==> config.mk <==
export PLATFORM = sky130hd
export DESIGN_NAME = expansion_port
export DESIGN_NICKNAME = d
export VERILOG_FILES = /design/src/expansion_port_pkg.sv /design/src/expansion_port.sv
export SDC_FILE = /design/constraint.sdc
export NUM_CORES = 1
export LEC_CHECK = 0
export ABC_CLOCK_PERIOD_IN_PS = 9700
export BUFFER_PORTS_ARGS = -buffer_cell sky130_fd_sc_hd__buf_2
export CORE_AREA = 5 5 125 127
export DETAILED_ROUTE_END_ITERATION = 8
export DIE_AREA = 0 0 130 132
export PLACE_DENSITY = 0.84
export SETUP_SLACK_MARGIN = 0.05
export SLEW_MARGIN = 20
export SYNTH_ARGS = -nofsm -noshare
export SYNTH_HDL_FRONTEND = slang
export SYNTH_SLANG_ARGS = --single-unit
==> constraint.sdc <==
create_clock -name REF_CLK_IN -period 9.7 [get_ports REF_CLK_IN]
set_input_delay 0.97 -clock REF_CLK_IN [delete_from_list [all_inputs] [get_ports REF_CLK_IN]]
set_output_delay 0.97 -clock REF_CLK_IN [all_outputs]
set_load 0.1 [all_outputs]
==> src/expansion_port_pkg.sv <==
// constants for the expansion bus port block: register map, reset values, mode codes
// assumes a 32-bit ahb-lite slave slot with word-aligned registers
// Notes on behaviour
// - port b carries ad bus during external access
// - port b pull-up needs option and input
// - port c eight bits, per-bit direction
// - port c reset makes all pins input
// - mode field assigns port c address pairs
// - output bits drive latch, latch holds value
// - read gives pin for inputs; writes all latches
// - input to output drives stored latch value
// - bit operations are full byte read-modify-write
// - assigned port c pins output address bits
// - port c pull-up needs option and input
// - port d reset makes all pins input
// - port d pins 0-3 give upper address
// - port d pins 4-5 give read/write strobes
// - port d pin 6 is wait input
// - hold enable: pin 6 request, pin 7 acknowledge
// - refresh enable: pin 7 outputs refresh pulses
// - port b is ad bus for codes 3-9
// - control pins ignore software writes and tests
package expansion_port_pkg;
    // register byte offsets
    localparam logic [7:0] OFS_PORT_B_DATA = 8'h00;
    localparam logic [7:0] OFS_PORT_B_DIR = 8'h04;
    localparam logic [7:0] OFS_PORT_C_DATA = 8'h08;
    localparam logic [7:0] OFS_PORT_C_DIR = 8'h0c;
    localparam logic [7:0] OFS_PORT_D_DATA = 8'h10;
    localparam logic [7:0] OFS_PORT_D_DIR = 8'h14;
    localparam logic [7:0] OFS_PULLUP_OPT = 8'h18;
    localparam logic [7:0] OFS_EXP_MODE = 8'h1c;
    localparam logic [7:0] OFS_WAIT_CTRL_A = 8'h20;
    localparam logic [7:0] OFS_WAIT_CTRL_B = 8'h24;
    localparam logic [7:0] OFS_HOLD_CTRL = 8'h28;
    localparam logic [7:0] OFS_REFRESH_CTRL = 8'h2c;
    // reset values
    localparam logic [7:0] DIR_RESET = 8'hff;
    localparam logic [7:0] LATCH_RESET = 8'h00;
    localparam logic [6:0] PULLUP_RESET = 7'h00;
    localparam logic [3:0] MODE_RESET = 4'h0;
    localparam logic [7:0] WAIT_RESET = 8'h00;
    // field positions in the pull-up option register
    localparam int PU_BIT_B = 4;
    localparam int PU_BIT_C = 5;
    localparam int PU_BIT_D = 6;
    // expansion mode codes
    localparam logic [3:0] MODE_AD_FIRST = 4'h3;
    localparam logic [3:0] MODE_A9 = 4'h4;
    localparam logic [3:0] MODE_A11 = 4'h5;
    localparam logic [3:0] MODE_A13 = 4'h6;
    localparam logic [3:0] MODE_A15 = 4'h7;
    localparam logic [3:0] MODE_A17 = 4'h8;
    localparam logic [3:0] MODE_A19 = 4'h9;
    // wait select pair code meaning external wait pin
    localparam logic [1:0] WAIT_SEL_EXT = 2'h3;
    // ahb-lite
    localparam logic [1:0] HTRANS_NONSEQ = 2'h2;
endpackage

==> src/expansion_port.sv <==
// expansion bus port pins: three 8-bit ports with register access over ahb-lite
// assumes a bus controller supplies address, ad data and strobes during external accesses
`timescale 1ns/1ps
module expansion_port
    import expansion_port_pkg::*;
(
    // clock and reset
    input wire logic REF_CLK_IN,
    input wire logic RESET_N_IN,
    // ahb-lite slave
    input wire logic HSEL_IN,
    input wire logic [31:0] HADDR_IN,
    input wire logic [1:0] HTRANS_IN,
    input wire logic HWRITE_IN,
    input wire logic [2:0] HSIZE_IN,
    input wire logic [31:0] HWDATA_IN,
    input wire logic HREADY_IN,
    output logic [31:0] HRDATA_OUT,
    output logic HREADYOUT_OUT,
    output logic HRESP_OUT,
    // bus controller side
    input wire logic EXT_ACCESS_IN,
    input wire logic [19:0] EXT_ADDR_IN,
    input wire logic EXT_AD_DRIVE_IN,
    input wire logic [7:0] EXT_AD_WDATA_IN,
    input wire logic EXT_RD_STROBE_N_IN,
    input wire logic EXT_WR_STROBE_N_IN,
    input wire logic HOLD_ACK_IN,
    input wire logic REFRESH_PULSE_IN,
    output logic [7:0] EXT_AD_RDATA_OUT,
    output logic EXT_WAIT_OUT,
    output logic HOLD_REQUEST_OUT,
    // port b pins
    input wire logic [7:0] PORT_B_PIN_IN,
    output logic [7:0] PORT_B_PIN_OUT,
    output logic [7:0] PORT_B_PIN_OE_OUT,
    output logic [7:0] PORT_B_PULLUP_OUT,
    // port c pins
    input wire logic [7:0] PORT_C_PIN_IN,
    output logic [7:0] PORT_C_PIN_OUT,
    output logic [7:0] PORT_C_PIN_OE_OUT,
    output logic [7:0] PORT_C_PULLUP_OUT,
    // port d pins
    input wire logic [7:0] PORT_D_PIN_IN,
    output logic [7:0] PORT_D_PIN_OUT,
    output logic [7:0] PORT_D_PIN_OE_OUT,
    output logic [7:0] PORT_D_PULLUP_OUT
);

    logic [1:0] rst_sync_q;
    logic rst_n;
    logic [7:0] lat_b_q, lat_b_d, dir_b_q, dir_b_d;
    logic [7:0] lat_c_q, lat_c_d, dir_c_q, dir_c_d;
    logic [7:0] lat_d_q, lat_d_d, dir_d_q, dir_d_d;
    logic [6:0] pu_q, pu_d;
    logic [3:0] mode_q, mode_d;
    logic [7:0] wca_q, wca_d, wcb_q, wcb_d;
    logic hold_en_q, hold_en_d, refresh_enable_q, refresh_enable_d;
    logic wr_pend_q, wr_pend_d;
    logic [7:0] wr_addr_q, wr_addr_d;
    logic [31:0] rdata_q, rdata_d;
    logic addr_phase;
    logic ad_mode, strobe_mode, wait_fn, any_ext_wait;
    logic [7:0] c_mask, d_ctl;
    logic [3:0] d_addr_mask;
    logic [7:0] b_out_d, b_oe_d, c_out_d, c_oe_d, d_out_d, d_oe_d;
    logic [7:0] b_pu_d, c_pu_d, d_pu_d;
    logic [7:0] b_out_q, b_oe_q, c_out_q, c_oe_q, d_out_q, d_oe_q;
    logic [7:0] b_pu_q, c_pu_q, d_pu_q, ad_rdata_q;
    logic wait_q, hold_req_q;

    // reset release through two flops
    always_ff @(posedge REF_CLK_IN or negedge RESET_N_IN) begin
        if (!RESET_N_IN) begin
            rst_sync_q <= 2'h0;
        end else begin
            rst_sync_q <= {rst_sync_q[0], 1'b1};
        end
    end
    assign rst_n = rst_sync_q[1];

    // mode decode
    always_comb begin
        ad_mode = (mode_q >= MODE_AD_FIRST) && (mode_q <= MODE_A19);
        strobe_mode = ad_mode;
        case (mode_q)
            MODE_A9: c_mask = 8'h03;
            MODE_A11: c_mask = 8'h0f;
            MODE_A13: c_mask = 8'h3f;
            MODE_A15, MODE_A17, MODE_A19: c_mask = 8'hff;
            default: c_mask = 8'h00;
        endcase
        case (mode_q)
            MODE_A17: d_addr_mask = 4'h3;
            MODE_A19: d_addr_mask = 4'hf;
            default: d_addr_mask = 4'h0;
        endcase
        any_ext_wait = 1'b0;
        for (int i = 0; i < 4; i++) begin
            any_ext_wait = any_ext_wait || (wca_q[2*i +: 2] == WAIT_SEL_EXT)
                || (wcb_q[2*i +: 2] == WAIT_SEL_EXT);
        end
        wait_fn = any_ext_wait || dir_d_q[6];
        d_ctl = {hold_en_q || refresh_enable_q, hold_en_q || wait_fn,
                 strobe_mode, strobe_mode, d_addr_mask};
    end

    // register file and ahb-lite slave; writes commit at the end of the data phase
    always_comb begin
        addr_phase = HSEL_IN && HTRANS_IN[1] && HREADY_IN;
        lat_b_d = lat_b_q;
        dir_b_d = dir_b_q;
        lat_c_d = lat_c_q;
        dir_c_d = dir_c_q;
        lat_d_d = lat_d_q;
        dir_d_d = dir_d_q;
        pu_d = pu_q;
        mode_d = mode_q;
        wca_d = wca_q;
        wcb_d = wcb_q;
        hold_en_d = hold_en_q;
        refresh_enable_d = refresh_enable_q;
        wr_pend_d = addr_phase && HWRITE_IN;
        wr_addr_d = HADDR_IN[7:0];
        rdata_d = rdata_q;
        if (wr_pend_q) begin
            case (wr_addr_q)
                // all latches but the port d control pins take the byte whatever the direction
                OFS_PORT_B_DATA: lat_b_d = HWDATA_IN[7:0];
                OFS_PORT_B_DIR: dir_b_d = HWDATA_IN[7:0];
                OFS_PORT_C_DATA: lat_c_d = HWDATA_IN[7:0];
                OFS_PORT_C_DIR: dir_c_d = HWDATA_IN[7:0];
                // control pins keep their latch
                OFS_PORT_D_DATA: lat_d_d = (d_ctl & lat_d_q) | (~d_ctl & HWDATA_IN[7:0]);
                OFS_PORT_D_DIR: dir_d_d = HWDATA_IN[7:0];
                OFS_PULLUP_OPT: pu_d = HWDATA_IN[6:0];
                OFS_EXP_MODE: mode_d = HWDATA_IN[3:0];
                OFS_WAIT_CTRL_A: wca_d = HWDATA_IN[7:0];
                OFS_WAIT_CTRL_B: wcb_d = HWDATA_IN[7:0];
                OFS_HOLD_CTRL: hold_en_d = HWDATA_IN[0];
                OFS_REFRESH_CTRL: refresh_enable_d = HWDATA_IN[0];
                default: ;
            endcase
        end
        if (addr_phase && !HWRITE_IN) begin
            // input bits show the pin, never the latch
            case (HADDR_IN[7:0])
                OFS_PORT_B_DATA: rdata_d = {24'h0, (dir_b_q & PORT_B_PIN_IN) | (~dir_b_q & lat_b_q)};
                OFS_PORT_B_DIR: rdata_d = {24'h0, dir_b_q};
                OFS_PORT_C_DATA: rdata_d = {24'h0, (dir_c_q & PORT_C_PIN_IN) | (~dir_c_q & lat_c_q)};
                OFS_PORT_C_DIR: rdata_d = {24'h0, dir_c_q};
                // control pins read as zero
                OFS_PORT_D_DATA: rdata_d = {24'h0,
                    ~d_ctl & ((dir_d_q & PORT_D_PIN_IN) | (~dir_d_q & lat_d_q))};
                OFS_PORT_D_DIR: rdata_d = {24'h0, dir_d_q};
                OFS_PULLUP_OPT: rdata_d = {25'h0, pu_q};
                OFS_EXP_MODE: rdata_d = {28'h0, mode_q};
                OFS_WAIT_CTRL_A: rdata_d = {24'h0, wca_q};
                OFS_WAIT_CTRL_B: rdata_d = {24'h0, wcb_q};
                OFS_HOLD_CTRL: rdata_d = {31'h0, hold_en_q};
                OFS_REFRESH_CTRL: rdata_d = {31'h0, refresh_enable_q};
                default: rdata_d = 32'h0;
            endcase
        end
    end

    // latches reset to zero only to keep them defined; software must not rely on it
    always_ff @(posedge REF_CLK_IN or negedge rst_n) begin
        if (!rst_n) begin
            lat_b_q <= LATCH_RESET;
            dir_b_q <= DIR_RESET;
            lat_c_q <= LATCH_RESET;
            dir_c_q <= DIR_RESET;
            lat_d_q <= LATCH_RESET;
            dir_d_q <= DIR_RESET;
            pu_q <= PULLUP_RESET;
            mode_q <= MODE_RESET;
            wca_q <= WAIT_RESET;
            wcb_q <= WAIT_RESET;
            hold_en_q <= 1'b0;
            refresh_enable_q <= 1'b0;
            wr_pend_q <= 1'b0;
            wr_addr_q <= 8'h00;
            rdata_q <= 32'h0;
        end else begin
            lat_b_q <= lat_b_d;
            dir_b_q <= dir_b_d;
            lat_c_q <= lat_c_d;
            dir_c_q <= dir_c_d;
            lat_d_q <= lat_d_d;
            dir_d_q <= dir_d_d;
            pu_q <= pu_d;
            mode_q <= mode_d;
            wca_q <= wca_d;
            wcb_q <= wcb_d;
            hold_en_q <= hold_en_d;
            refresh_enable_q <= refresh_enable_d;
            wr_pend_q <= wr_pend_d;
            wr_addr_q <= wr_addr_d;
            rdata_q <= rdata_d;
        end
    end

    // pin drive; one flop stage so every pin output is registered
    always_comb begin
        if (ad_mode) begin
            // ad bus only driven while the controller owns it
            b_oe_d = (EXT_ACCESS_IN && EXT_AD_DRIVE_IN) ? 8'hff : 8'h00;
            b_out_d = EXT_AD_WDATA_IN;
        end else begin
            b_oe_d = ~dir_b_q;
            b_out_d = lat_b_q;
        end
        // address pins driven regardless of direction
        c_out_d = (c_mask & EXT_ADDR_IN[15:8]) | (~c_mask & lat_c_q);
        c_oe_d = c_mask | ~dir_c_q;
        d_out_d[3:0] = (d_addr_mask & EXT_ADDR_IN[19:16]) | (~d_addr_mask & lat_d_q[3:0]);
        d_oe_d[3:0] = d_addr_mask | ~dir_d_q[3:0];
        if (strobe_mode) begin
            d_out_d[5:4] = {EXT_WR_STROBE_N_IN, EXT_RD_STROBE_N_IN};
            d_oe_d[5:4] = 2'h3;
        end else begin
            d_out_d[5:4] = lat_d_q[5:4];
            d_oe_d[5:4] = ~dir_d_q[5:4];
        end
        d_out_d[6] = lat_d_q[6];
        d_oe_d[6] = !(hold_en_q || wait_fn) && !dir_d_q[6];
        // hold acknowledge outranks refresh when both are enabled
        if (hold_en_q) begin
            d_out_d[7] = HOLD_ACK_IN;
            d_oe_d[7] = 1'b1;
        end else if (refresh_enable_q) begin
            d_out_d[7] = REFRESH_PULSE_IN;
            d_oe_d[7] = 1'b1;
        end else begin
            d_out_d[7] = lat_d_q[7];
            d_oe_d[7] = !dir_d_q[7];
        end
        b_pu_d = {8{pu_q[PU_BIT_B]}} & dir_b_q;
        c_pu_d = {8{pu_q[PU_BIT_C]}} & dir_c_q;
        d_pu_d = {8{pu_q[PU_BIT_D]}} & dir_d_q;
    end

    always_ff @(posedge REF_CLK_IN or negedge rst_n) begin
        if (!rst_n) begin
            b_out_q <= 8'h00;
            b_oe_q <= 8'h00;
            c_out_q <= 8'h00;
            c_oe_q <= 8'h00;
            d_out_q <= 8'h00;
            d_oe_q <= 8'h00;
            b_pu_q <= 8'h00;
            c_pu_q <= 8'h00;
            d_pu_q <= 8'h00;
            ad_rdata_q <= 8'h00;
            wait_q <= 1'b0;
            hold_req_q <= 1'b0;
        end else begin
            b_out_q <= b_out_d;
            b_oe_q <= b_oe_d;
            c_out_q <= c_out_d;
            c_oe_q <= c_oe_d;
            d_out_q <= d_out_d;
            d_oe_q <= d_oe_d;
            b_pu_q <= b_pu_d;
            c_pu_q <= c_pu_d;
            d_pu_q <= d_pu_d;
            ad_rdata_q <= PORT_B_PIN_IN;
            wait_q <= wait_fn && !hold_en_q && PORT_D_PIN_IN[6];
            hold_req_q <= hold_en_q && PORT_D_PIN_IN[6];
        end
    end

    assign HRDATA_OUT = rdata_q;
    assign HREADYOUT_OUT = rst_n;
    assign HRESP_OUT = 1'b0;
    assign EXT_AD_RDATA_OUT = ad_rdata_q;
    assign EXT_WAIT_OUT = wait_q;
    assign HOLD_REQUEST_OUT = hold_req_q;
    assign PORT_B_PIN_OUT = b_out_q;
    assign PORT_B_PIN_OE_OUT = b_oe_q;
    assign PORT_B_PULLUP_OUT = b_pu_q;
    assign PORT_C_PIN_OUT = c_out_q;
    assign PORT_C_PIN_OE_OUT = c_oe_q;
    assign PORT_C_PULLUP_OUT = c_pu_q;
    assign PORT_D_PIN_OUT = d_out_q;
    assign PORT_D_PIN_OE_OUT = d_oe_q;
    assign PORT_D_PULLUP_OUT = d_pu_q;
endmodule

**Yosys cells after proc, flatten, opt, wreduce, memory -nomap -nowiden**

Cells that the tools add are included.

- Bits in registers: 202
- Input port bits: 132
- Output and inout bits: 116

- $lt $le $gt $ge: 2
- Eq/ne operators: 36
- Muxes and demuxes: 12
- Bitwise gates (word level): 32
- Reductions and logical operators: 40

Operator list:

| operator | count |
|---|---|
| 8-bit bitwise AND | 14 |
| 8-bit case mux with 12 select lines | 1 |
| 8-bit by 5-bit == test with 1-bit output (second input constant) | 8 |
| 8-bit by 6-bit == test with 1-bit output (second input constant) | 8 |
| 8-bit bitwise OR | 6 |
| 8-bit NOT | 5 |
| 8-bit by 4-bit == test with 1-bit output (second input constant) | 4 |
| 8-bit case mux with 4 select lines | 1 |
| 8-bit 2-to-1 mux | 3 |
| 2-bit AND reduction | 12 |
| 2-bit == test (second input constant) | 8 |
| 4-bit by 3-bit == test with 1-bit output (second input constant) | 4 |
| 8-bit by 3-bit == test with 1-bit output (second input constant) | 2 |
| 8-bit zero test | 2 |
| 1-bit logical AND | 10 |
| 1-bit logical OR | 10 |
| 4-bit bitwise AND | 2 |
| 4-bit == test (second input constant) | 2 |
| 4-bit NOT | 2 |
| 4-bit bitwise OR | 2 |
| 4-bit case mux with 2 select lines | 1 |
| 1-bit zero test | 5 |
| 4-bit by 2-bit greater-or-equal comparator with 1-bit output (second input constant) | 1 |
| 4-bit less-or-equal comparator (second input constant) | 1 |
| other kinds (4) | 8 |

**Longest topological paths before layout**

- Depth in word-level cells: 13
- Mapped depth: 7

**Worst setup path after synthesis**

Ideal clock, no wire load.

- Kind: flip-flop to output port
- From: register rst_sync_q[1]
- To: output HREADYOUT_OUT
- Arrival time: 4659 ps
- Slack: 4071 ps
- Stages on the path, launching flop included: 1
- Buffers on the path: 0
- Cell sequence: dfrtp_1

RTL lines:

| element | RTL line | RTL |
|---|---|---|
| start, declared | expansion_port.sv:50 | `logic [1:0] rst_sync_q;` |
| start signal, assigned | expansion_port.sv:77 | `rst_sync_q <= {rst_sync_q[0], 1'b1};` |
| end, declared | expansion_port.sv:19 | `output logic HREADYOUT_OUT,` |

No word-level cell between the ends.

**Worst setup path in the final report**

- From: register rst_sync_q[1]
- To: output HREADYOUT_OUT

No word-level cell between the ends.

==> metrics.yaml <==
die:
  row_count: 44
  io_pins: 248
  fp.dieH_um: 132
  dieArea_um2: 17200
  design.core.area_um2: 14300
  start_util_pct: 54.1
  die_w_um: 130
worst_setup_path:
  critPathTopFamily: "flip-flops"
  end_kind: "output pin"
  required_ns: 8.73
  crit_type: "reg -> out"
  crit_path_cell_trace: "buf_2"
  worstPathMaxFanout: 33
  cp-start-kind: "register"
  cpPeakStageDelay_ns: 0.71
  crit_arrival_ns: 1.66
  cp_slowest_cell: "dfrtp_4"
  crit_buf_inv: 1
sta:
  final_max_slew_viol_count: 0
  period_share_pct: 27.1
  finalSetupTns_ns: 0
  max_freq_mhz: 380
  fin_skew_ns: 0.0104
  tightest_slew_ns: 0.878
  rsz0062_at_grt: "no"
  maxSlewHeadroom_pct: 41.0
  period_needed_ns: 2.63
  timing.hold.ws_ns: 0.273
  final.setup.worst_slack_ns: 7.07
  hold_viol_final: 0
  setup_violations: 0
global_route:
  grt_pass1_vias: 5666
  grt_max_degree: 67
  grt_overflow: 0
  antenna_found_initial: 0
  grt_usage_pct: 24.2
  grt_pass1_wl_mm: 31.8
power_and_ir_drop:
  power_mw: 1.77
  ir_drop_mv: 0.109
  power.leakage_nw: 4.27
  p_per_area_nw_per_um2: 192
finish:
  num_antenna_cells: 0
  drive_gt1_share_pct: 44.8
  layout.nets: 904
  design_area_um2: 9190
  syn_to_final_growth_pct: 18.7
place:
  post-place-ws_ns: 6.77
  postPlaceCellArea_um2: 8620
  routabilityCongestion: 0.961
  port_buffers: 162
  dp_hpwl_mm: 14.7
routing:
  drc: 0
  route.met2.wl_mm: 9.50
  highest_layer: "met4"
  wl_met1_mm: 8.53
  routed_via_density: 5.72
  drt_pre_antenna_iters: 5
  num_vias: 5545
  wl_mm: 20.4
  wl_per_cell_um: 21.0
  dr_wl_met3_mm: 1.78
  drtAntennaViolNets: 0
  drt_first_iter_violations: 600
synth:
  yosys_register_bits: 178
  synth-simple-area-share_pct: 12.9
  synth_fa_ha_area_share_pct: 0
  synth_top_family_by_area: "multiplexers"
  ys_async_sr_fraction_pct: 100
  synth_area_um2: 7750
  synth-compound-area-share_pct: 7.66
  synthMuxAreaShare_pct: 17.3
  yosys.area.top_type: "dfrtp_1"
  synth-xor-area-share_pct: 0
  avgSynthCellArea_um2: 12.7
  synth_area_leaders: "dfrtp_1, mux2_2, dfstp_2, buf_4, nand2_1"
  yosys.cell_count.top_type: "dfrtp_1"
  yosys_warnings: 0
  synth_edf_count: 0
  synthTopCellsByCount: "dfrtp_1, mux2_2, nand2_1"
  syn_inst: 611
  ys_seq_area_share_pct: 57.9
  ys_types: 69
  ys.flop_type: "dfrtp_1"
  synth_top_area_share_pct: 49.7
clocking:
  cts_resized: 0
  clock_tree.buffer_depth: 2
  post-cts-setup-buffers: 0
  clk_latency_ns: 0.43
  h-tree-depth: 4
  hold_buffers: 0
  cts.sinks: 178
  cts_buffers: 17
  cts.clk_slew.worst_paths_ns: 0.07
  cts_tree: "yes"
  root_buffer: "clkbuf_16"
outcome:
  outcome: "complete, no violations"
job:
  cap_violations: 0
worst_hold_path:
  hp-class: "reg -> async"
area by class of cell:
cell class                 instances  area (um^2)
fill                            1120         5120
timing repair buffer             167          848
clock buffer                      19          453
inverter                           5         18.8
clock inverter                    13          124
tap                              184          230
sequential                       178         4490
multi-input combinational        403         3030
stage by stage:
step                std cells  utilization (%)
floorplan                 635                -
global placement          937             60.2
detailed placement        937             60.2
CTS                       969             64.2
global route              969             64.2
finish                    969             64.2
worst register-to-register path, delay by kind of cell, from the launching register on:
family | cells | cell delay [ns]
mux | 1 | 0.31
compound gates | 1 | 0.31
flops | 1 | 0.60
simple gates | 2 | 0.95
power breakdown:
part	internal [mW]	total, mW	leakage, nW	switching (mW)
logic	0.0529	0.301	1.81	0.248
registers	0.775	0.799	2.17	0.0240
clock network	0.372	0.666	0.289	0.294
kinds of logic (layout without fill, tap and decap cells):
group,Yosys count,count (layout)
AOI/OAI and AO/OA,90,90
and+or+nand+nor,167,167
other,2,26
DFF,178,178
muxes,120,120
buffers and inverters,54,204
path summary, 6_finish.rpt:
check / start / to / slack, ns / cells after the start
min: rst_sync_q[1] / EXT_AD_RDATA_OUT[5] / 0.27 / 0
max reg2reg: mode_q[2] / register / 7.40 / 4
min in group REF_CLK_IN: rst_sync_q[0] / rst_sync_q[1] / 0.36 / 0
max in group asynchronous: rst_sync_q[1] / async pin / 7.99 / 2
max: rst_sync_q[1] / HREADYOUT_OUT / 7.07 / 1
min reg2reg: rst_sync_q[1] / EXT_AD_RDATA_OUT[5] / 0.27 / 0
per-layer routing:
| metal | vias to the layer above | track usage (%) |
|---|---|---|
| li1 | 2466 | - |
| met1 | 2755 | 34.0 |
| met2 | 282 | 37.3 |
| met3 | 42 | 5.19 |
| met4 | 0 | 8.89 |
| met5 | - | 0 |
layout by cell type (no fill, tap or decap), drive strengths merged, types with 6 or more instances in the layout:
| cell | n |
|---|---|
| mux2i | 15 |
| dfstp | 24 |
| a21oi | 15 |
| nand3 | 15 |
| inv | 10 |
| nor2 | 21 |
| nor3 | 8 |
| a22oi | 6 |
| dfrtp | 154 |
| and2 | 25 |
| clkbuf | 19 |
| conb | 26 |
| buf | 167 |
| nand3b | 6 |
| o22ai | 7 |
| nand2 | 50 |
| nor2b | 6 |
| mux2 | 105 |
| clkinv | 7 |
| a32oi | 6 |
| o21ai | 31 |
Note: power is estimated with default switching activity, not from simulation.
